--- src/common/ivp_pkg.sv ---
// constants of the interrupt vector and priority block
// assumes a 32-bit apb slave at 50 mhz, registers one aligned word each
package ivp_pkg;
   localparam int ADDR_W = 8;
   localparam int PRIO_W = 4;
   localparam int LVL_W = 5;
   localparam int VEC_W = 8;
   localparam int IDX_W = 4;
   localparam int NSRC = 15;
   // register byte addresses
   localparam logic [7:0] A_ICTRL = 8'h00;
   localparam logic [7:0] A_PRA = 8'h04;
   localparam logic [7:0] A_PRB = 8'h08;
   localparam logic [7:0] A_PRC = 8'h0C;
   localparam logic [7:0] A_VBASE = 8'h10;
   localparam logic [7:0] A_VDMA0 = 8'h14;
   localparam logic [7:0] A_VDMA1 = 8'h18;
   localparam logic [7:0] A_VWDT = 8'h1C;
   localparam logic [7:0] A_VA = 8'h20;
   localparam logic [7:0] A_VRSVD = 8'h24;
   localparam logic [7:0] A_VC = 8'h28;
   localparam logic [7:0] A_VD = 8'h2C;
   localparam logic [7:0] A_EVST = 8'h30;
   localparam logic [7:0] A_EVEN = 8'h34;
   localparam logic [7:0] A_EVCLR = 8'h38;
   localparam logic [7:0] A_CUR = 8'h3C;
   localparam logic [7:0] A_ETHEN = 8'h40;
   localparam logic [7:0] A_MACEN = 8'h44;
   // control bits
   localparam int ICTRL_MODE = 0;
   localparam int ICTRL_EXTV = 1;
   localparam int EV_ACCEPT = 0;
   localparam int EV_EXTERR = 1;
   // field positions and write masks
   localparam int PRA_DMA_LSB = 8;
   localparam int PRA_WDOG_LSB = 4;
   localparam int PRB_ETH_LSB = 12;
   localparam int PRB_FRT_LSB = 8;
   localparam int PRC_PIN0_LSB = 12;
   localparam int VCR_HI_LSB = 8;
   localparam logic [15:0] PRA_WMASK = 16'h0FF0;
   localparam logic [15:0] PRB_WMASK = 16'hFF00;
   localparam logic [15:0] PRC_WMASK = 16'hFFFF;
   localparam logic [15:0] VCR_WMASK = 16'h7F7F;
   localparam logic [15:0] VCR_LO_WMASK = 16'h007F;
   localparam logic [15:0] PRIO_RST = 16'h0000;
   localparam int ETH_FLAGS = 19;
   localparam int MAC_FLAGS = 3;
   localparam int COPY_BIT = 0;
   // fixed vectors and levels
   localparam logic [7:0] VEC_NMI = 8'h0B;
   localparam logic [7:0] VEC_UBRK = 8'h0C;
   localparam logic [7:0] VEC_DBG = 8'h0D;
   localparam logic [7:0] VEC_PIN0 = 8'h40;
   localparam logic [7:0] VEC_EXT_MAX = 8'h7F;
   localparam logic [4:0] LVL_NMI = 5'h10;
   localparam logic [4:0] LVL_BRK = 5'h0F;
   // source indices, in default order, highest first
   localparam logic [3:0] SRC_NMI = 4'h0;
   localparam logic [3:0] SRC_UBRK = 4'h1;
   localparam logic [3:0] SRC_DBG = 4'h2;
   localparam logic [3:0] SRC_PIN0 = 4'h3;
   localparam logic [3:0] SRC_PIN3 = 4'h6;
   localparam logic [3:0] SRC_DMA0 = 4'h7;
   localparam logic [3:0] SRC_DMA1 = 4'h8;
   localparam logic [3:0] SRC_WDOG = 4'h9;
   localparam logic [3:0] SRC_REF = 4'hA;
   localparam logic [3:0] SRC_ETH = 4'hB;
   localparam logic [3:0] SRC_ICI = 4'hC;
   localparam logic [3:0] SRC_OCI = 4'hD;
   localparam logic [3:0] SRC_OVI = 4'hE;
endpackage : ivp_pkg

--- src/common/ivp_arb_if.sv ---
// request/level bundle between the register block and the arbiter
// assumes one clock domain, purely combinational signals
`timescale 1ns/1ps
interface ivp_arb_if #(parameter int N = ivp_pkg::NSRC);
   logic [N-1:0] req;
   logic [N-1:0][ivp_pkg::LVL_W-1:0] lvl;
   logic [ivp_pkg::IDX_W-1:0] win;
   logic [ivp_pkg::LVL_W-1:0] win_lvl;
   logic win_vld;
   modport src (output req, output lvl, input win, input win_lvl, input win_vld);
   modport arb (input req, input lvl, output win, output win_lvl, output win_vld);
endinterface : ivp_arb_if

--- src/design/ivp_arb.sv ---
// highest-level-wins arbiter, ties go to the lowest index
// assumes sources are indexed in default priority order
`timescale 1ns/1ps
module ivp_arb #(
   parameter int N = ivp_pkg::NSRC
) (
   ivp_arb_if.arb bus // requests in, winner out
);
   import ivp_pkg::*;
   always_comb begin
      bus.win = '0;
      bus.win_lvl = '0;
      bus.win_vld = 1'b0;
      // tie keeps first listed
      for (int i = 0; i < N; i++) begin
         if (bus.req[i] && (!bus.win_vld || bus.lvl[i] > bus.win_lvl)) begin
            bus.win = IDX_W'(i);
            bus.win_lvl = bus.lvl[i];
            bus.win_vld = 1'b1;
         end
      end
   end
endmodule : ivp_arb

--- src/design/ivp_top.sv ---
// interrupt vector and priority resolution, individual-pin mode
// assumes level requests synchronous to pclk, cpu acks with a one-cycle pulse
//
// Notes on behaviour
// external vector fetch allowed, only vectors 0 to 127 accepted.
// peripheral vectors come from programmable seven-bit fields, high or low half.
// mode bit picks encoded levels or four individual request pins; the code has no encoded-level input, mode 1 only masks the pins.
// software must not access the reserved vector slot after ethernet's.
// ethernet request is OR of enabled 19 flags plus copied mac flags.
// nmi 11 at 16, break 12 and debug 13 at 15, pins 64-67 programmable.
// table address is base plus vector times four; ties by default order.
// priority registers sixteen bits, read/write, reset to zero.
// both dma channels share a level; channel 0 wins ties.
// watchdog and refresh share a level; watchdog wins ties.
`timescale 1ns/1ps
module ivp_top (
   input wire logic pclk, // 50 mhz clock
   input wire logic presetn, // async reset, active low
   input wire logic psel, // apb select
   input wire logic penable, // apb access phase
   input wire logic pwrite, // apb direction
   input wire logic [ivp_pkg::ADDR_W-1:0] paddr, // apb byte address
   input wire logic [31:0] pwdata, // apb write data
   output logic [31:0] prdata, // apb read data
   output logic pready, // apb ready
   output logic pslverr, // apb error
   input wire logic nmi_req, // nonmaskable request
   input wire logic ubrk_req, // user break request
   input wire logic debug_port_irq, // debug port request
   input wire logic [3:0] individual_request_pins, // external pins, high active
   input wire logic [1:0] dma_req, // dma channel 0 and 1
   input wire logic wdog_req, // watchdog interval
   input wire logic ref_req, // refresh compare match
   input wire logic [2:0] frt_req, // timer capture, compare, overflow
   input wire logic [ivp_pkg::ETH_FLAGS-1:0] ether_dma_status, // dma status flags
   input wire logic [ivp_pkg::MAC_FLAGS-1:0] mac_status, // mac status flags
   input wire logic [ivp_pkg::VEC_W-1:0] ext_vec, // vector from outside
   input wire logic [ivp_pkg::PRIO_W-1:0] cpu_mask, // cpu mask level
   input wire logic irq_ack, // cpu accepts request
   output logic irq_req, // request to cpu
   output logic [ivp_pkg::LVL_W-1:0] irq_level, // winning level
   output logic [ivp_pkg::VEC_W-1:0] irq_vector, // winning vector
   output logic [31:0] irq_addr, // vector table address
   output logic ether_dma_irq, // ethernet combined request
   output logic irq_out // status interrupt
);
   import ivp_pkg::*;

   typedef struct packed {
      logic [1:0] ictrl;
      logic [15:0] pra;
      logic [15:0] prb;
      logic [15:0] prc;
      logic [31:0] vbase;
      logic [15:0] vdma0;
      logic [15:0] vdma1;
      logic [15:0] vwdt;
      logic [15:0] va;
      logic [15:0] vc;
      logic [15:0] vd;
      logic [ETH_FLAGS-1:0] eth_en;
      logic [MAC_FLAGS-1:0] mac_en;
      logic [1:0] ev_st;
      logic [1:0] ev_en;
      logic req;
      logic [LVL_W-1:0] lvl;
      logic [VEC_W-1:0] vec;
      logic [31:0] addr;
      logic [31:0] rdata;
      logic err;
   } ivp_st_s;

   ivp_st_s st_r, st_nxt;
   ivp_arb_if #(.N(NSRC)) arb_bus ();
   logic [ETH_FLAGS-1:0] eth_flags;
   logic [VEC_W-1:0] auto_vec;
   logic ext_bad;
   logic wr_acc;
   logic rd_setup;
   logic addr_ok;

   ivp_arb #(.N(NSRC)) u_arb (.bus(arb_bus.arb));

   function automatic logic [LVL_W-1:0] lvl_of(input logic [15:0] r, input int lsb);
      lvl_of = {1'b0, r[lsb +: PRIO_W]};
   endfunction : lvl_of

   always_comb begin
      // mac flags fold into the copy bit
      eth_flags = ether_dma_status;
      eth_flags[COPY_BIT] = ether_dma_status[COPY_BIT] | (|(mac_status & st_r.mac_en));
      ether_dma_irq = |(eth_flags & st_r.eth_en);
   end

   always_comb begin
      arb_bus.req = '0;
      arb_bus.lvl = '0;
      // fixed sources and levels
      arb_bus.req[SRC_NMI] = nmi_req;
      arb_bus.lvl[SRC_NMI] = LVL_NMI;
      arb_bus.req[SRC_UBRK] = ubrk_req;
      arb_bus.lvl[SRC_UBRK] = LVL_BRK;
      arb_bus.req[SRC_DBG] = debug_port_irq;
      arb_bus.lvl[SRC_DBG] = LVL_BRK;
      for (int i = 0; i < 4; i++) begin
         // pins ignored in encoded-level mode
         arb_bus.req[int'(SRC_PIN0) + i] = individual_request_pins[i] & ~st_r.ictrl[ICTRL_MODE];
         arb_bus.lvl[int'(SRC_PIN0) + i] = lvl_of(st_r.prc, PRC_PIN0_LSB - 4 * i);
      end
      // shared dma level, channel 0 listed first
      arb_bus.req[SRC_DMA0] = dma_req[0];
      arb_bus.req[SRC_DMA1] = dma_req[1];
      arb_bus.lvl[SRC_DMA0] = lvl_of(st_r.pra, PRA_DMA_LSB);
      arb_bus.lvl[SRC_DMA1] = lvl_of(st_r.pra, PRA_DMA_LSB);
      // shared level, watchdog listed first
      arb_bus.req[SRC_WDOG] = wdog_req;
      arb_bus.req[SRC_REF] = ref_req;
      arb_bus.lvl[SRC_WDOG] = lvl_of(st_r.pra, PRA_WDOG_LSB);
      arb_bus.lvl[SRC_REF] = lvl_of(st_r.pra, PRA_WDOG_LSB);
      arb_bus.req[SRC_ETH] = ether_dma_irq;
      arb_bus.lvl[SRC_ETH] = lvl_of(st_r.prb, PRB_ETH_LSB);
      for (int i = 0; i < 3; i++) begin
         arb_bus.req[int'(SRC_ICI) + i] = frt_req[i];
         arb_bus.lvl[int'(SRC_ICI) + i] = lvl_of(st_r.prb, PRB_FRT_LSB);
      end
   end

   always_comb begin
      // programmable vector fields
      unique case (arb_bus.win)
         SRC_NMI: auto_vec = VEC_NMI;
         SRC_UBRK: auto_vec = VEC_UBRK;
         SRC_DBG: auto_vec = VEC_DBG;
         SRC_DMA0: auto_vec = {1'b0, st_r.vdma0[6:0]};
         SRC_DMA1: auto_vec = {1'b0, st_r.vdma1[6:0]};
         SRC_WDOG: auto_vec = {1'b0, st_r.vwdt[VCR_HI_LSB +: 7]};
         SRC_REF: auto_vec = {1'b0, st_r.vwdt[6:0]};
         SRC_ETH: auto_vec = {1'b0, st_r.va[VCR_HI_LSB +: 7]};
         SRC_ICI: auto_vec = {1'b0, st_r.vc[VCR_HI_LSB +: 7]};
         SRC_OCI: auto_vec = {1'b0, st_r.vc[6:0]};
         SRC_OVI: auto_vec = {1'b0, st_r.vd[VCR_HI_LSB +: 7]};
         default: auto_vec = VEC_PIN0 + VEC_W'(arb_bus.win - SRC_PIN0);
      endcase
   end

   assign wr_acc = psel & penable & pwrite;
   assign rd_setup = psel & ~penable;

   always_comb begin
      unique case (paddr)
         A_ICTRL, A_PRA, A_PRB, A_PRC, A_VBASE, A_VDMA0, A_VDMA1, A_VWDT, A_VA, A_VC, A_VD,
         A_EVST, A_EVEN, A_EVCLR, A_CUR, A_ETHEN, A_MACEN: addr_ok = 1'b1;
         default: addr_ok = 1'b0;
      endcase
   end

   always_comb begin
      logic pin_win;
      logic wr;
      logic [1:0] ev_set;
      pin_win = 1'b0;
      wr = 1'b0;
      ev_set = '0;
      st_nxt = st_r;
      wr = wr_acc & addr_ok;
      pin_win = arb_bus.win >= SRC_PIN0 && arb_bus.win <= SRC_PIN3;
      // out-of-range external vector falls back to auto vector
      ext_bad = pin_win & st_r.ictrl[ICTRL_EXTV] & (ext_vec > VEC_EXT_MAX);
      st_nxt.req = arb_bus.win_vld && (arb_bus.win_lvl > {1'b0, cpu_mask});
      st_nxt.lvl = arb_bus.win_lvl;
      st_nxt.vec = (pin_win && st_r.ictrl[ICTRL_EXTV] && !ext_bad) ? ext_vec : auto_vec;
      // table address
      st_nxt.addr = st_r.vbase + {22'h0, st_nxt.vec, 2'b00};
      ev_set[EV_ACCEPT] = irq_ack & st_r.req;
      ev_set[EV_EXTERR] = ext_bad & arb_bus.win_vld;
      if (wr) begin
         unique case (paddr)
            A_ICTRL: st_nxt.ictrl = pwdata[1:0];
            // priority registers written in place
            A_PRA: st_nxt.pra = pwdata[15:0] & PRA_WMASK;
            A_PRB: st_nxt.prb = pwdata[15:0] & PRB_WMASK;
            A_PRC: st_nxt.prc = pwdata[15:0] & PRC_WMASK;
            A_VBASE: st_nxt.vbase = pwdata;
            A_VDMA0: st_nxt.vdma0 = pwdata[15:0] & VCR_LO_WMASK;
            A_VDMA1: st_nxt.vdma1 = pwdata[15:0] & VCR_LO_WMASK;
            A_VWDT: st_nxt.vwdt = pwdata[15:0] & VCR_WMASK;
            A_VA: st_nxt.va = pwdata[15:0] & VCR_WMASK;
            A_VC: st_nxt.vc = pwdata[15:0] & VCR_WMASK;
            A_VD: st_nxt.vd = pwdata[15:0] & VCR_WMASK;
            A_EVEN: st_nxt.ev_en = pwdata[1:0];
            A_EVCLR: st_nxt.ev_st = st_r.ev_st & ~pwdata[1:0];
            A_ETHEN: st_nxt.eth_en = pwdata[ETH_FLAGS-1:0];
            A_MACEN: st_nxt.mac_en = pwdata[MAC_FLAGS-1:0];
            default: ;
         endcase
      end
      // set beats a clear in the same cycle
      st_nxt.ev_st = st_nxt.ev_st | ev_set;
      if (rd_setup) begin
         // reserved slot and holes answer with an error
         st_nxt.err = ~addr_ok;
         unique case (paddr)
            A_ICTRL: st_nxt.rdata = {30'h0, st_r.ictrl};
            A_PRA: st_nxt.rdata = {16'h0, st_r.pra};
            A_PRB: st_nxt.rdata = {16'h0, st_r.prb};
            A_PRC: st_nxt.rdata = {16'h0, st_r.prc};
            A_VBASE: st_nxt.rdata = st_r.vbase;
            A_VDMA0: st_nxt.rdata = {16'h0, st_r.vdma0};
            A_VDMA1: st_nxt.rdata = {16'h0, st_r.vdma1};
            A_VWDT: st_nxt.rdata = {16'h0, st_r.vwdt};
            A_VA: st_nxt.rdata = {16'h0, st_r.va};
            A_VC: st_nxt.rdata = {16'h0, st_r.vc};
            A_VD: st_nxt.rdata = {16'h0, st_r.vd};
            A_EVST: st_nxt.rdata = {30'h0, st_r.ev_st};
            A_EVEN: st_nxt.rdata = {30'h0, st_r.ev_en};
            A_CUR: st_nxt.rdata = {18'h0, st_r.req, st_r.lvl, st_r.vec};
            A_ETHEN: st_nxt.rdata = {13'h0, st_r.eth_en};
            A_MACEN: st_nxt.rdata = {29'h0, st_r.mac_en};
            default: st_nxt.rdata = 32'h0000_0000;
         endcase
      end
   end

   always_ff @(posedge pclk or negedge presetn) begin
      if (!presetn) begin
         st_r <= '0;
         // priorities clear on reset
         st_r.pra <= PRIO_RST;
         st_r.prb <= PRIO_RST;
         st_r.prc <= PRIO_RST;
      end else begin
         st_r <= st_nxt;
      end
   end

   assign prdata = st_r.rdata;
   assign pready = 1'b1;
   assign pslverr = st_r.err & psel & penable;
   assign irq_req = st_r.req;
   assign irq_level = st_r.lvl;
   assign irq_vector = st_r.vec;
   assign irq_addr = st_r.addr;
   assign irq_out = |(st_r.ev_st & st_r.ev_en);
endmodule : ivp_top

--- config.mk ---
export PLATFORM = sky130hd
export DESIGN_NAME = ivp_top
export DESIGN_NICKNAME = d
export VERILOG_FILES = /design/src/common/ivp_pkg.sv /design/src/common/ivp_arb_if.sv /design/src/design/ivp_arb.sv /design/src/design/ivp_top.sv
export SDC_FILE = /design/constraint.sdc
export NUM_CORES = 1
export LEC_CHECK = 0
export BUFFER_PORTS_ARGS = -buffer_cell sky130_fd_sc_hd__buf_2
export CAP_MARGIN = 20
export CORE_MARGIN = 5
export CORE_UTILIZATION = 38
export DETAILED_ROUTE_END_ITERATION = 16
export PLACE_DENSITY = 0.66
export SKIP_CTS_REPAIR_TIMING = 1
export SLEW_MARGIN = 10
export SYNTH_ARGS = -nofsm -noshare
export SYNTH_HDL_FRONTEND = slang
export SYNTH_SLANG_ARGS = --single-unit
--- constraint.sdc ---
create_clock -name pclk -period 32.6 [get_ports pclk]
set_input_delay 9.78 -clock pclk [delete_from_list [all_inputs] [get_ports pclk]]
set_output_delay 9.78 -clock pclk [all_outputs]
set_load 0.1 [all_outputs]
Yosys cells after proc, flatten, opt, wreduce, memory -nomap -nowiden:

Cells that the tools add are included.

* register bits: 241
* input port bits: 94
* output and inout bits: 82
* word-level logic and storage cells: 210

* add/subtract/negate cells: 3
* magnitude comparators: 18
* eq/ne operators: 26
* mux-type cells: 51
* bitwise operators: 24
* reduce and logical (&&, ||, !) cells: 67

Operators by type and width (number)
* 32-bit case mux with 16 select lines: 1
* 8-bit case mux with 11 select lines: 1
* 5-bit 2-to-1 mux: 15
* 4-bit by 5-bit greater-than comparator with 1-bit output: 12
* 8-bit by 6-bit equality test with 1-bit output (second input constant): 7
* 32-bit by 10-bit adder with 32-bit output: 1
* 8-bit by 5-bit equality test with 1-bit output (second input constant): 4
* 4-bit 2-to-1 mux: 8
* 4-bit equality test (second input constant): 7
* 2-bit AND reduction: 14
* 19-bit AND: 1
* 19-bit OR reduction: 1
* 1-bit logical AND: 18
* 1-bit 2-to-1 mux: 17
* 17-bit OR reduction: 1
* 8-bit by 4-bit equality test with 1-bit output (second input constant): 2
* 8-bit by 7-bit equality test with 1-bit output (second input constant): 2
* 1-bit zero test: 15
* 1-bit AND: 14
* 1-bit logical OR: 14
* 3-bit 2-to-1 mux: 4
* 4-bit by 5-bit greater-than comparator with 1-bit output (first input constant): 2
* 7-bit by 8-bit adder with 8-bit output (first input constant): 1
* 8-bit by 3-bit equality test with 1-bit output (second input constant): 1
* other kinds (20): 26

Logic depth before layout (Yosys ltp):

Gate-level depths: netlist of run 1.

* depth in word-level cells: 65
* mapped depth: 107
* gate-level depth less buffers: 103

Hierarchy:

A second synthesis of run 1 with hierarchy kept.

* cells, all modules: 1593
* area, all modules: 16106.7 um2

Modules (own cells, without submodules)
* ivp_top: instances 1, cells an instance 1078, area each 12543.3 um2, seq. area each 6030.8 um2
* ivp_arb: instances 1, cells an instance 515, area each 3563.4 um2, seq. area each 0.0 um2

Least setup slack after synthesis of run 1:

OpenSTA, ideal clock, no wires.

* path type: input -> register
* start: in nmi_req
* end: reg st_r (netlist bit irq_addr[24])
* setup time: 79 ps
* arrival: 28631 ps
* required time: 32521 ps
* slack: 3889 ps
* stages on the path: 104
* path buffers: 6
* cell sequence: buf_2 > buf_2 > nor2_1 > ha_1 > and3b_1 > a41o_1 > a21oi_1 > ha_1 > nand4_1 > o211ai_1 > a21oi_1 > mux2_2 > inv_1 > ha_1 > a41o_1 > a21oi_1 > o21ai_0 > a21boi_0 > [... 68 more ...] > clkbuf_1 > clkbuf_1 > a22oi_1 > a32oi_1 > o21ai_0 > a31oi_1 > ha_1 > inv_1 > fa_1 > nor2b_1 > o21ai_0 > a21boi_0 > o21ai_0 > a21boi_0 > o21a_1 > o211ai_1 > nor3_1 > xor2_1

RTL lines
* start: declaration: RTL line ivp_top.sv:27 `input wire logic nmi_req,`
* end signal: assignment: RTL line ivp_top.sv:232 `st_r <= st_nxt;`
* end: declaration: RTL line ivp_top.sv:73 `ivp_st_s st_r, st_nxt;`

==> impl_metrics.csv, run 1 <==
group,metric,value,unit
placement,hpwl,33690,um
setup_path,critPathCapture,"irq_addr[31]$_DFF_PN0_",
yosys,ys_seq_area_frac,0.4381,
setup_path,reg2reg_depth,93,
setup_path,start_kind,"primary input",
setup_path,path_delay_family,"compound AO/OA/AOI/OAI gates",
setup_path,cpMaxStageDelayCell,"nor3_1",
clocking,numClockSinks,241,
global_route,antenna_found_initial,1,
sta,finalCritPeriodShare,0.9550,
detailed_routing,drc,0,
floorplanning,die_w,200.3,um
flow_run,drv_cap,0,
power,vdd.ir_drop.worst,0.05516,mV
setup_path,r2r_slack,10.46,ns
sta,max_freq,32.12,MHz
clocking,root_buffer,"clkbuf_16",
detailed_routing,wl_per_cell,24.34,um
hold_path,hp-class,"flop to flop",
setup_path,max_stage_delay,0.64,ns
yosys,synth.avg_cell_area,10.80,um^2
global_route,grt_max_degree,100,
placement,dp_cells,1795,
placement,port_buffers,174,
global_route,grt_first_pass_wirelength,67440,um
global_route,grt_pass1_vias,10816,
setup_path,reg2reg_from,"st_r[281]$_DFFE_PN0P_",
setup_path,worstPathRequired,33.03,ns
power,power.share.clock,0.365,
power,power_frac_comb,0.262,
power,p_int,0.0005520,W
setup_path,cp.depth,95,
floorplanning,coreArea,0.03566,mm^2
sta,tightest_slew,1.048,ns
detailed_routing,dr.pass1.iters,9,
sta,grt_setup_unrepaired,"false",
power,seqPwrFrac,0.373,
yosys,synth_cells,1274,
floorplanning,fp.dieH,200.3,um
clocking,h-tree-depth,1,
detailed_routing,viasPerCell,5.949,
sta,finalHoldViolCount,0,
setup_path,crit_type,"primary input to flop",
floorplanning,io-pin-count,176,
cells_and_area,layout.cells.non_filler,1847,
setup_path,cpMostUsedCell,"ha_1",
run_status,status,"complete, no violations",
cells_and_area,syn_to_final_growth,13.24,%
sta,setup_violations,0,
yosys,yosys_warnings,0,
power,p_leak,7.651,nW
setup_path,crit_fanout,18,
yosys,synth_ff_type,"dfrtp_1",
power,power_density,55.48,mW/mm^2
setup_path,arrival,31.57,ns
cells_and_area,drive_gt1_frac,0.3170,
cells_and_area,nets,1521,
floorplanning,start_util,0.3860,
setup_path,path_buf_inv,8,
yosys,synth_cell_type_count,73,
clocking,clkSlewWorstSetupHoldPaths,0.06,ns
clocking,cts_buffer_depth,3,
setup_path,setup.worst_path.start,"ubrk_req",
power,p_sw,0.0003128,W
detailed_routing,wl,44970,um
detailed_routing,vias,10987,
sta,slew_headroom,0.2979,
sta,drv_slew,0,
cells_and_area,fill_cells,3386,
floorplanning,die_area,0.04013,mm^2
sta,skew,0.008683,ns
cells_and_area,fin_util,0.4372,
yosys,synthArstFlopShare,1.000,
setup_path,crit_path_end_kind,"flop",
placement,place_congestion,0.9227,
sta,post-route-min-period,31.13,ns
global_route,track_usage,0.2132,
clocking,cts_tree,"done",
clocking,clk_latency,0.55,ns
setup_path,r2r_end,"irq_addr[31]$_DFF_PN0_",
power,p_sw_frac,0.3617,
yosys,synth-edff-count,0,
yosys,ys_seq_elements,241,
detailed_routing,dr.first_iter.drc_count,1238,
global_route,overflow,0,
yosys,syn_area,0.01376,mm^2
floorplanning,std_cell_rows,69,
clocking,numCtsBuffers,28,
detailed_routing,ant_nets,0,
-- cells in the mapped netlist, drive strengths merged, types with 21 or more instances --
library cell	count	area (um^2)
a21oi	41	205.2
a221oi	22	192.7
a222oi	32	320.3
a22o	31	271.5
a22oi	32	240.2
buf	96	683.2
clkbuf	37	138.9
dfrtp	241	6031
ha	61	763.2
inv	52	195.2
mux2	166	1869
nand2	80	300.3
nor2	59	221.5
nor2b	21	131.4
nor3	33	195.2
o21ai	44	220.2
-- area by class of cell --
class                           instances  area, um^2  area share
Multi-Input combinational cell        849        6803      0.4364
Sequential cell                       241        6031      0.3869
Timing Repair Buffer                  193        1046     0.06711
Clock buffer                           40       835.8     0.05362
Tap cell                              461       576.8     0.03700
Inverter                               52       195.2     0.01252
Clock inverter                         10       97.59    0.006261
Antenna cell                            1       2.502   0.0001605
-- worst min path at each step --
stage / slack, ns / to / depth (start not counted) / from
after global placement: 0.41 / irq_addr[0]$_DFF_PN0_ / 0 / st_r[201]$_DFFE_PN0P_
final: 0.42 / irq_addr[1]$_DFF_PN0_ / 0 / st_r[202]$_DFFE_PN0P_
after global routing: 0.43 / irq_addr[1]$_DFF_PN0_ / 0 / st_r[202]$_DFFE_PN0P_
after CTS: 0.42 / irq_addr[0]$_DFF_PN0_ / 0 / st_r[201]$_DFFE_PN0P_
after detailed placement: 0.41 / irq_addr[0]$_DFF_PN0_ / 0 / st_r[201]$_DFFE_PN0P_
after floorplan: 0.37 / irq_addr[0]$_DFF_PN0_ / 0 / st_r[201]$_DFFE_PN0P_
-- power by group through the flow --
stage          Clock, W  Sequential, W  Combinational [W]
2_1_floorplan         0       0.000322           0.000178
3_3_place_gp          0       0.000328           0.000220
6_report       0.000316       0.000323           0.000226
4_1_cts        0.000319       0.000322           0.000224
5_1_grt        0.000333       0.000323           0.000240
3_5_place_dp          0       0.000327           0.000222
-- state kept, by name, summed over array words and instances, names as in the netlist --
name         cells
arb_bus.lvl     32
irq_addr        32
irq_level        5
irq_req          1
irq_vector       8
prdata          32
st_r           131
-- layer usage --
| layer | vias to the layer above | routed length [um] | GRT usage |
|---|---|---|---|
| li1 | 4878 | - | - |
| met1 | 5481 | 19450 | 0.2994 |
| met2 | 548 | 19790 | 0.3356 |
| met3 | 80 | 4250 | 0.04463 |
| met4 | 0 | 1471 | 0.06146 |
| met5 | - | 0 | 0 |
-- cell families after synthesis --
| group | Yosys count | share of synthesized area |
|---|---|---|
| compound gates | 316 | 0.1732 |
| simple gates | 264 | 0.09626 |
| flops | 241 | 0.4381 |
| buf+inv | 185 | 0.07390 |
| mux | 178 | 0.1445 |
| fa+ha+maj | 62 | 0.05690 |
| xor+xnor | 26 | 0.01654 |
| other cells | 2 | 0.0005456 |
-- per-stage QoR --
step / instance area [um^2] / power (W) / setup slack, ns / hold slack [ns] / TNS (ns)
after global placement: 14570 / 0.0005472 / 0.4197 / 0.4093 / 0
after detailed placement: 14570 / 0.0005489 / -0.3270 / 0.4090 / -2.775
after floorplan: 13770 / 0.0005005 / 3.889 / 0.3702 / 0
after global routing: 15590 / 0.0008963 / 0.01204 / 0.4328 / 0
final: 15590 / 0.0008648 / 1.466 / 0.4172 / 0
after CTS: 15500 / 0.0008653 / 0.1714 / 0.4224 / 0
-- cells in the final DEF, fill, tap and decap left out, types with 24 or more instances in the layout --
master / netlist / layout
a22o_1: 31 / 31
dfrtp_1: 241 / 241
nor2_1: 59 / 56
mux2_2: 166 / 166
nand2_1: 80 / 80
buf_2: 15 / 172
inv_1: 52 / 52
a21oi_1: 41 / 40
ha_1: 61 / 60
a222oi_1: 32 / 32
o21ai_0: 42 / 42
nor3_1: 27 / 24
clkbuf_16: 0 / 28
a22oi_1: 32 / 32
Note: power is estimated with default switching activity, not from simulation.
==> inputs of run 2 (changes only) <==
--- a/config.mk
+++ b/config.mk
@@ -10,7 +10,7 @@
 export CORE_MARGIN = 5
 export CORE_UTILIZATION = 38
 export DETAILED_ROUTE_END_ITERATION = 16
-export PLACE_DENSITY = 0.66
+export PLACE_DENSITY = 0.67
 export SKIP_CTS_REPAIR_TIMING = 1
 export SLEW_MARGIN = 10
 export SYNTH_ARGS = -nofsm -noshare
==> run 2 against run 1 <==
Against the previous run: sequential cell count unchanged; final area decreased by 0.32%; final cell count decreased by 0.27%; via count increased by 0.62%; clock power about the same; global-route usage about the same; maximum frequency increased by 0.96%; worst hold slack improved by 0.0073 ns; sequential share of layout area increased by 0.12 points; largest cell class unchanged; largest power group unchanged.
==> impl_metrics.csv, run 2 (synthesized netlist as in run 1, its figures left out) <==
group,metric,value,unit
floorplanning,die_area,0.04013,mm^2
cells_and_area,stdcell_area,0.01554,mm^2
setup_path,crit_type,"primary input to flop",
cells_and_area,final_common_cell,"dfrtp_1",
flow_run,drv_cap,0,
floorplanning,io-pin-count,176,
sta,max_freq,32.43,MHz
clocking,root_buffer,"clkbuf_16",
setup_path,path_buf_inv,10,
cells_and_area,syn_to_final_growth,12.88,%
clocking,clk_latency,0.54,ns
placement,place_congestion,0.9436,
setup_path,r2r_slack,10.82,ns
cells_and_area,drive_gt1_frac,0.3128,
power,vdd.ir_drop.worst,0.06090,mV
sta,post-route-min-period,30.84,ns
placement,hpwl,33570,um
global_route,overflow,0,
detailed_routing,dr.first_iter.drc_count,1300,
setup_path,start_kind,"primary input",
sta,setup_violations,0,
clocking,cts_buffer_depth,3,
sta,skew,0.01569,ns
sta,slew_headroom,0.2799,
setup_path,crit_path_end_kind,"flop",
clocking,numClockSinks,241,
run_status,status,"complete, no violations",
clocking,h-tree-depth,1,
clocking,cts_tree,"done",
cells_and_area,top_register,"st_r",
detailed_routing,wl,44800,um
power,power.total,0.0008592,W
sta,worst_slack,1.763,ns
sta,tightest_slew,1.074,ns
detailed_routing,viasPerCell,6.002,
cells_and_area,nets,1520,
hold_path,hp-class,"flop to flop",
detailed_routing,vias,11055,
placement,postPlaceCellArea,0.01457,mm^2
setup_path,cpMaxStageDelayCell,"or3_1",
setup_path,path_delay_family,"compound AO/OA/AOI/OAI gates",
cells_and_area,layout_common_cells,"241 x dfrtp_1, 172 x buf_2, 166 x mux2_2",
global_route,grt_pass1_vias,10854,
sta,grt_setup_unrepaired,"false",
sta,finalCritPeriodShare,0.9459,
floorplanning,start_util,0.3860,
setup_path,cpMostUsedCell,"ha_1",
detailed_routing,ant_nets,0,
setup_path,crit_fanout,17,
global_route,antenna_found_initial,0,
setup_path,worstPathRequired,33.06,ns
floorplanning,coreArea,0.03566,mm^2
detailed_routing,wl_per_cell,24.32,um
power,power_density,55.30,mW/mm^2
setup_path,max_stage_delay,0.52,ns
global_route,grt_max_degree,109,
power,p_leak,7.623,nW
clocking,clkSlewWorstSetupHoldPaths,0.06,ns
detailed_routing,dr.pass1.iters,9,
global_route,track_usage,0.2133,
sta,finalHoldViolCount,0,
placement,pre_cts_ws,-0.1432,ns
cells_and_area,fill_cells,3351,
cells_and_area,largest_reg_flops,131,
cells_and_area,n_antenna_cell,0,
clocking,numCtsBuffers,26,
global_route,grt_first_pass_wirelength,67790,um
floorplanning,die_w,200.3,um
setup_path,arrival,31.30,ns
placement,port_buffers,174,
sta,setup_tns,0,ns
floorplanning,std_cell_rows,69,
floorplanning,fp.dieH,200.3,um
sta,drv_slew,0,
detailed_routing,drc,0,
==> run 2: cell types whose count changed in the layout (fill, tap and decap cells not counted), moves of 2 or more <==
cell       previous run  this run
clkinv_2              5         2
clkbuf_16            28        26
bufinv_16             1         4
clkbuf_8              9         5
clkbuf_1              3         5
==> run 2: through the flow <==
step	cells	util	hold WS [ns]
after floorplan	1275	-	0.3702
after global placement	1795	0.4085	0.4134
after detailed placement	1795	0.4085	0.4154
after CTS	1840	0.4338	0.4301
after global routing	1842	0.4358	0.4324
final	1842	0.4358	0.4245
==> run 2: final cells by class <==
class / instances / area (um^2) / share of cell area
multi-input cells: 849 / 6800 / 0.4377
flip-flops and latches: 241 / 6031 / 0.3881
repair buffers: 194 / 1033 / 0.06652
clock buffers: 36 / 738.2 / 0.04751
well taps: 461 / 576.8 / 0.03712
inverters: 52 / 195.2 / 0.01256
clock inverters: 9 / 162.7 / 0.01047
==> run 2: worst reg2reg max path: cells and delay by family (launching register included) <==
| kind | cells | cell delay (ns) |
|---|---|---|
| adders and majority gates | 14 | 3.95 |
| AOI/OAI and AO/OA | 45 | 9.52 |
| muxes | 6 | 2.12 |
| and+or+nand+nor | 23 | 4.72 |
| xor gates and xnor gates | 1 | 0.16 |
| DFF | 1 | 0.36 |
| buffers and inverters | 11 | 0.86 |
==> run 2: metal layers <==
layer | share of wire | GRT usage | vias to the layer above
met2 | 0.44 | 0.3285 | 546
li1 | - | - | 4865
met4 | 0.031 | 0.05580 | 0
met1 | 0.43 | 0.3003 | 5550
met5 | 0 | 0 | -
met3 | 0.099 | 0.05644 | 94
==> run 2: path summary, 6_finish.rpt <==
kind | startpoint | endpoint | cells past startpoint
min in group asynchronous | presetn | prdata[7]$_DFFE_PN0P_ | 1
max in group asynchronous | presetn | st_r[137]$_DFFE_PN0P_ | 2
worst max register to register | st_r[281]$_DFFE_PN0P_ | irq_addr[24]$_DFF_PN0_ | 100
worst max-delay path | ubrk_req | irq_addr[24]$_DFF_PN0_ | 102
worst min register to register | st_r[201]$_DFFE_PN0P_ | irq_addr[0]$_DFF_PN0_ | 0
worst min-delay path | st_r[201]$_DFFE_PN0P_ | irq_addr[0]$_DFF_PN0_ | 0
==> run 2: report_power, final <==
group | internal (W) | total (W) | switching [W]
Clock | 0.000189 | 0.000313 | 0.000123
Combinational | 0.0000551 | 0.000224 | 0.000169
Sequential | 0.000311 | 0.000322 | 0.0000112
==> inputs of run 3 (changes only) <==
--- a/config.mk
+++ b/config.mk
@@ -5,6 +5,7 @@
 export SDC_FILE = /design/constraint.sdc
 export NUM_CORES = 1
 export LEC_CHECK = 0
+export ABC_AREA = 1
 export BUFFER_PORTS_ARGS = -buffer_cell sky130_fd_sc_hd__buf_2
 export CAP_MARGIN = 20
 export CORE_MARGIN = 5
==> run 3 against run 2 <==
Against the previous run: clock skew decreased by 0.00052 ns; clock power decreased by 2%; setup slack improved by 2.0 ns; die area increased by 3.1%; sequential share of layout area decreased by 0.81 points.
==> impl_metrics.csv, run 3 <==
group,metric,value,unit
yosys,ys_seq_area_frac,0.4243,
hold_path,hp-class,"flop to flop",
global_route,overflow,0,
floorplanning,start_util,0.3864,
clocking,h-tree-depth,1,
yosys,synth.avg_cell_area,7.793,um^2
sta,post-route-min-period,28.86,ns
clocking,numCtsBuffers,28,
setup_path,cpMaxStageDelayCell,"nor2_1",
yosys,synth_cells,1824,
yosys,synth.area.top_cells,"dfrtp_1 42%, nand2_1 14%, o21ai_0 7.4%",
clocking,cts_tree,"done",
power,vdd.ir_drop.worst,0.03933,mV
cells_and_area,fill_cells,3739,
yosys,synth_ff_type,"dfrtp_1",
setup_path,start_kind,"primary input",
clocking,root_buffer,"clkbuf_16",
global_route,antenna_found_initial,1,
global_route,grt_max_degree,109,
sta,setup_violations,0,
setup_path,cpMostUsedCell,"nand2_1",
cells_and_area,nets,2071,
detailed_routing,drc,0,
sta,setup_tns,0,ns
yosys,ys_seq_elements,241,
placement,port_buffers,174,
floorplanning,fp.dieH,203.4,um
yosys,synthArstFlopShare,1.000,
flow_run,drv_cap,0,
cells_and_area,largest_reg_flops,131,
sta,slew_headroom,0.2887,
global_route,track_usage,0.2279,
sta,finalHoldViolCount,0,
yosys,yosys_warnings,0,
sta,tightest_slew,1.063,ns
floorplanning,std_cell_rows,70,
cells_and_area,layout_common_cells,"518 x nand2_1, 241 x dfrtp_1, 210 x o21ai_0",
sta,finalCritPeriodShare,0.8853,
power,power_density,55.10,mW/mm^2
floorplanning,coreArea,0.03679,mm^2
detailed_routing,dr.first_iter.drc_count,1040,
setup_path,crit_path_end_kind,"flop",
detailed_routing,wl,48240,um
detailed_routing,dr.pass1.iters,6,
sta,max_freq,34.65,MHz
yosys,yosysTopAreaCell,"dfrtp_1",
setup_path,crit_fanout,16,
floorplanning,die_area,0.04138,mm^2
setup_path,max_stage_delay,0.56,ns
yosys,synthMostInstantiatedCell,"nand2_1",
setup_path,path_delay_family,"simple AND/OR/NAND/NOR gates",
yosys,synth-edff-count,0,
sta,whs,0.4608,ns
detailed_routing,wl_per_cell,20.06,um
placement,place_congestion,1.017,
yosys,synth_common_cells,"518 x nand2_1, 241 x dfrtp_1, 210 x o21ai_0",
setup_path,arrival,29.36,ns
global_route,grt_pass1_vias,12574,
clocking,clk_latency,0.58,ns
placement,hpwl,36830,um
detailed_routing,ant_nets,0,
setup_path,path_buf_inv,21,
detailed_routing,vias,12827,
clocking,numClockSinks,241,
floorplanning,io-pin-count,176,
setup_path,crit_type,"primary input to flop",
sta,drv_slew,0,
run_status,status,"complete, no violations",
yosys,synth_cell_type_count,56,
yosys,syn_area,0.01421,mm^2
floorplanning,die_w,203.4,um
setup_path,worstPathRequired,33.10,ns
clocking,cts_buffer_depth,3,
cells_and_area,final_common_cell,"nand2_1",
clocking,clkSlewWorstSetupHoldPaths,0.06,ns
power,p_leak,8.072,nW
detailed_routing,viasPerCell,5.333,
cells_and_area,drive_gt1_frac,0.1539,
cells_and_area,top_register,"st_r",
cells_and_area,syn_to_final_growth,11.63,%
cells_and_area,fin_util,0.4314,
sta,grt_setup_unrepaired,"false",
yosys,synth.top_cell.area_share,0.4243,
sta,skew,0.01517,ns
global_route,grt_first_pass_wirelength,73980,um
run 3: power by group:
| group | total (W) | internal, W | leakage [nW] | switching (W) |
|---|---|---|---|---|
| combinational | 0.000246 | 0.0000550 | 4.48 | 0.000191 |
| clock | 0.000308 | 0.000172 | 0.444 | 0.000136 |
| sequential | 0.000320 | 0.000311 | 3.15 | 0.00000877 |
| total | 0.000874 | 0.000538 | 8.07 | 0.000336 |
run 3: final cells by class:
| cell class | count | area (um^2) | area share |
|---|---|---|---|
| multi-input combinational | 1261 | 6634 | 0.4181 |
| sequential | 241 | 6031 | 0.3801 |
| timing repair buffer | 187 | 978.4 | 0.06166 |
| clock buffer | 35 | 747.0 | 0.04707 |
| inverter | 196 | 743.2 | 0.04684 |
| tap | 468 | 585.6 | 0.03690 |
| clock inverter | 16 | 146.4 | 0.009226 |
| antenna | 1 | 2.502 | 0.0001577 |
run 3: cells by family after synthesis:
logic type      share of synthesized area
flops                              0.4243
other cells                     0.0005283
xor+xnor                          0.01787
buf+inv                            0.1093
fa+ha+maj                         0.05510
compound gates                     0.1336
simple gates                       0.2593
run 3: worst paths after layout:
| path | from | slack (ns) | endpoint | depth (start not counted) |
|---|---|---|---|---|
| setup / recovery | nmi_req | 3.74 | irq_addr[30]$_DFF_PN0_ | 142 |
| hold / removal | st_r[202]$_DFFE_PN0P_ | 0.46 | irq_addr[1]$_DFF_PN0_ | 0 |
| setup reg to reg | arb_bus.lvl[15]$_DFFE_PN0P_ | 13.19 | irq_addr[30]$_DFF_PN0_ | 139 |
| hold reg to reg | st_r[202]$_DFFE_PN0P_ | 0.46 | irq_addr[1]$_DFF_PN0_ | 0 |
| max in group asynchronous | presetn | 21.86 | arb_bus.lvl[35]$_DFFE_PN0P_ | 2 |
| min in group asynchronous | presetn | 9.27 | irq_addr[5]$_DFF_PN0_ | 1 |
run 3: metal layers:
metal  wire length, um  vias to the layer above  global-route usage
li1                  -                     6091                   -
met1             20360                     6028              0.3021
met2             21950                      581              0.3663
met3              3713                      125             0.05041
met4              2194                        2             0.08793
met5                13                        -                   0
run 3: through the flow:
stage / area (um^2) / total power (W) / setup WS (ns) / cells
floorplan: 14220 / 0.0005185 / 6.705 / 1825
finish: 15870 / 0.0008744 / 3.740 / 2405
global placement: 14970 / 0.0005700 / 4.392 / 2353
detailed placement: 14970 / 0.0005722 / 3.536 / 2353
global route: 15870 / 0.0009102 / 1.849 / 2404
CTS: 15870 / 0.0008779 / 4.077 / 2404
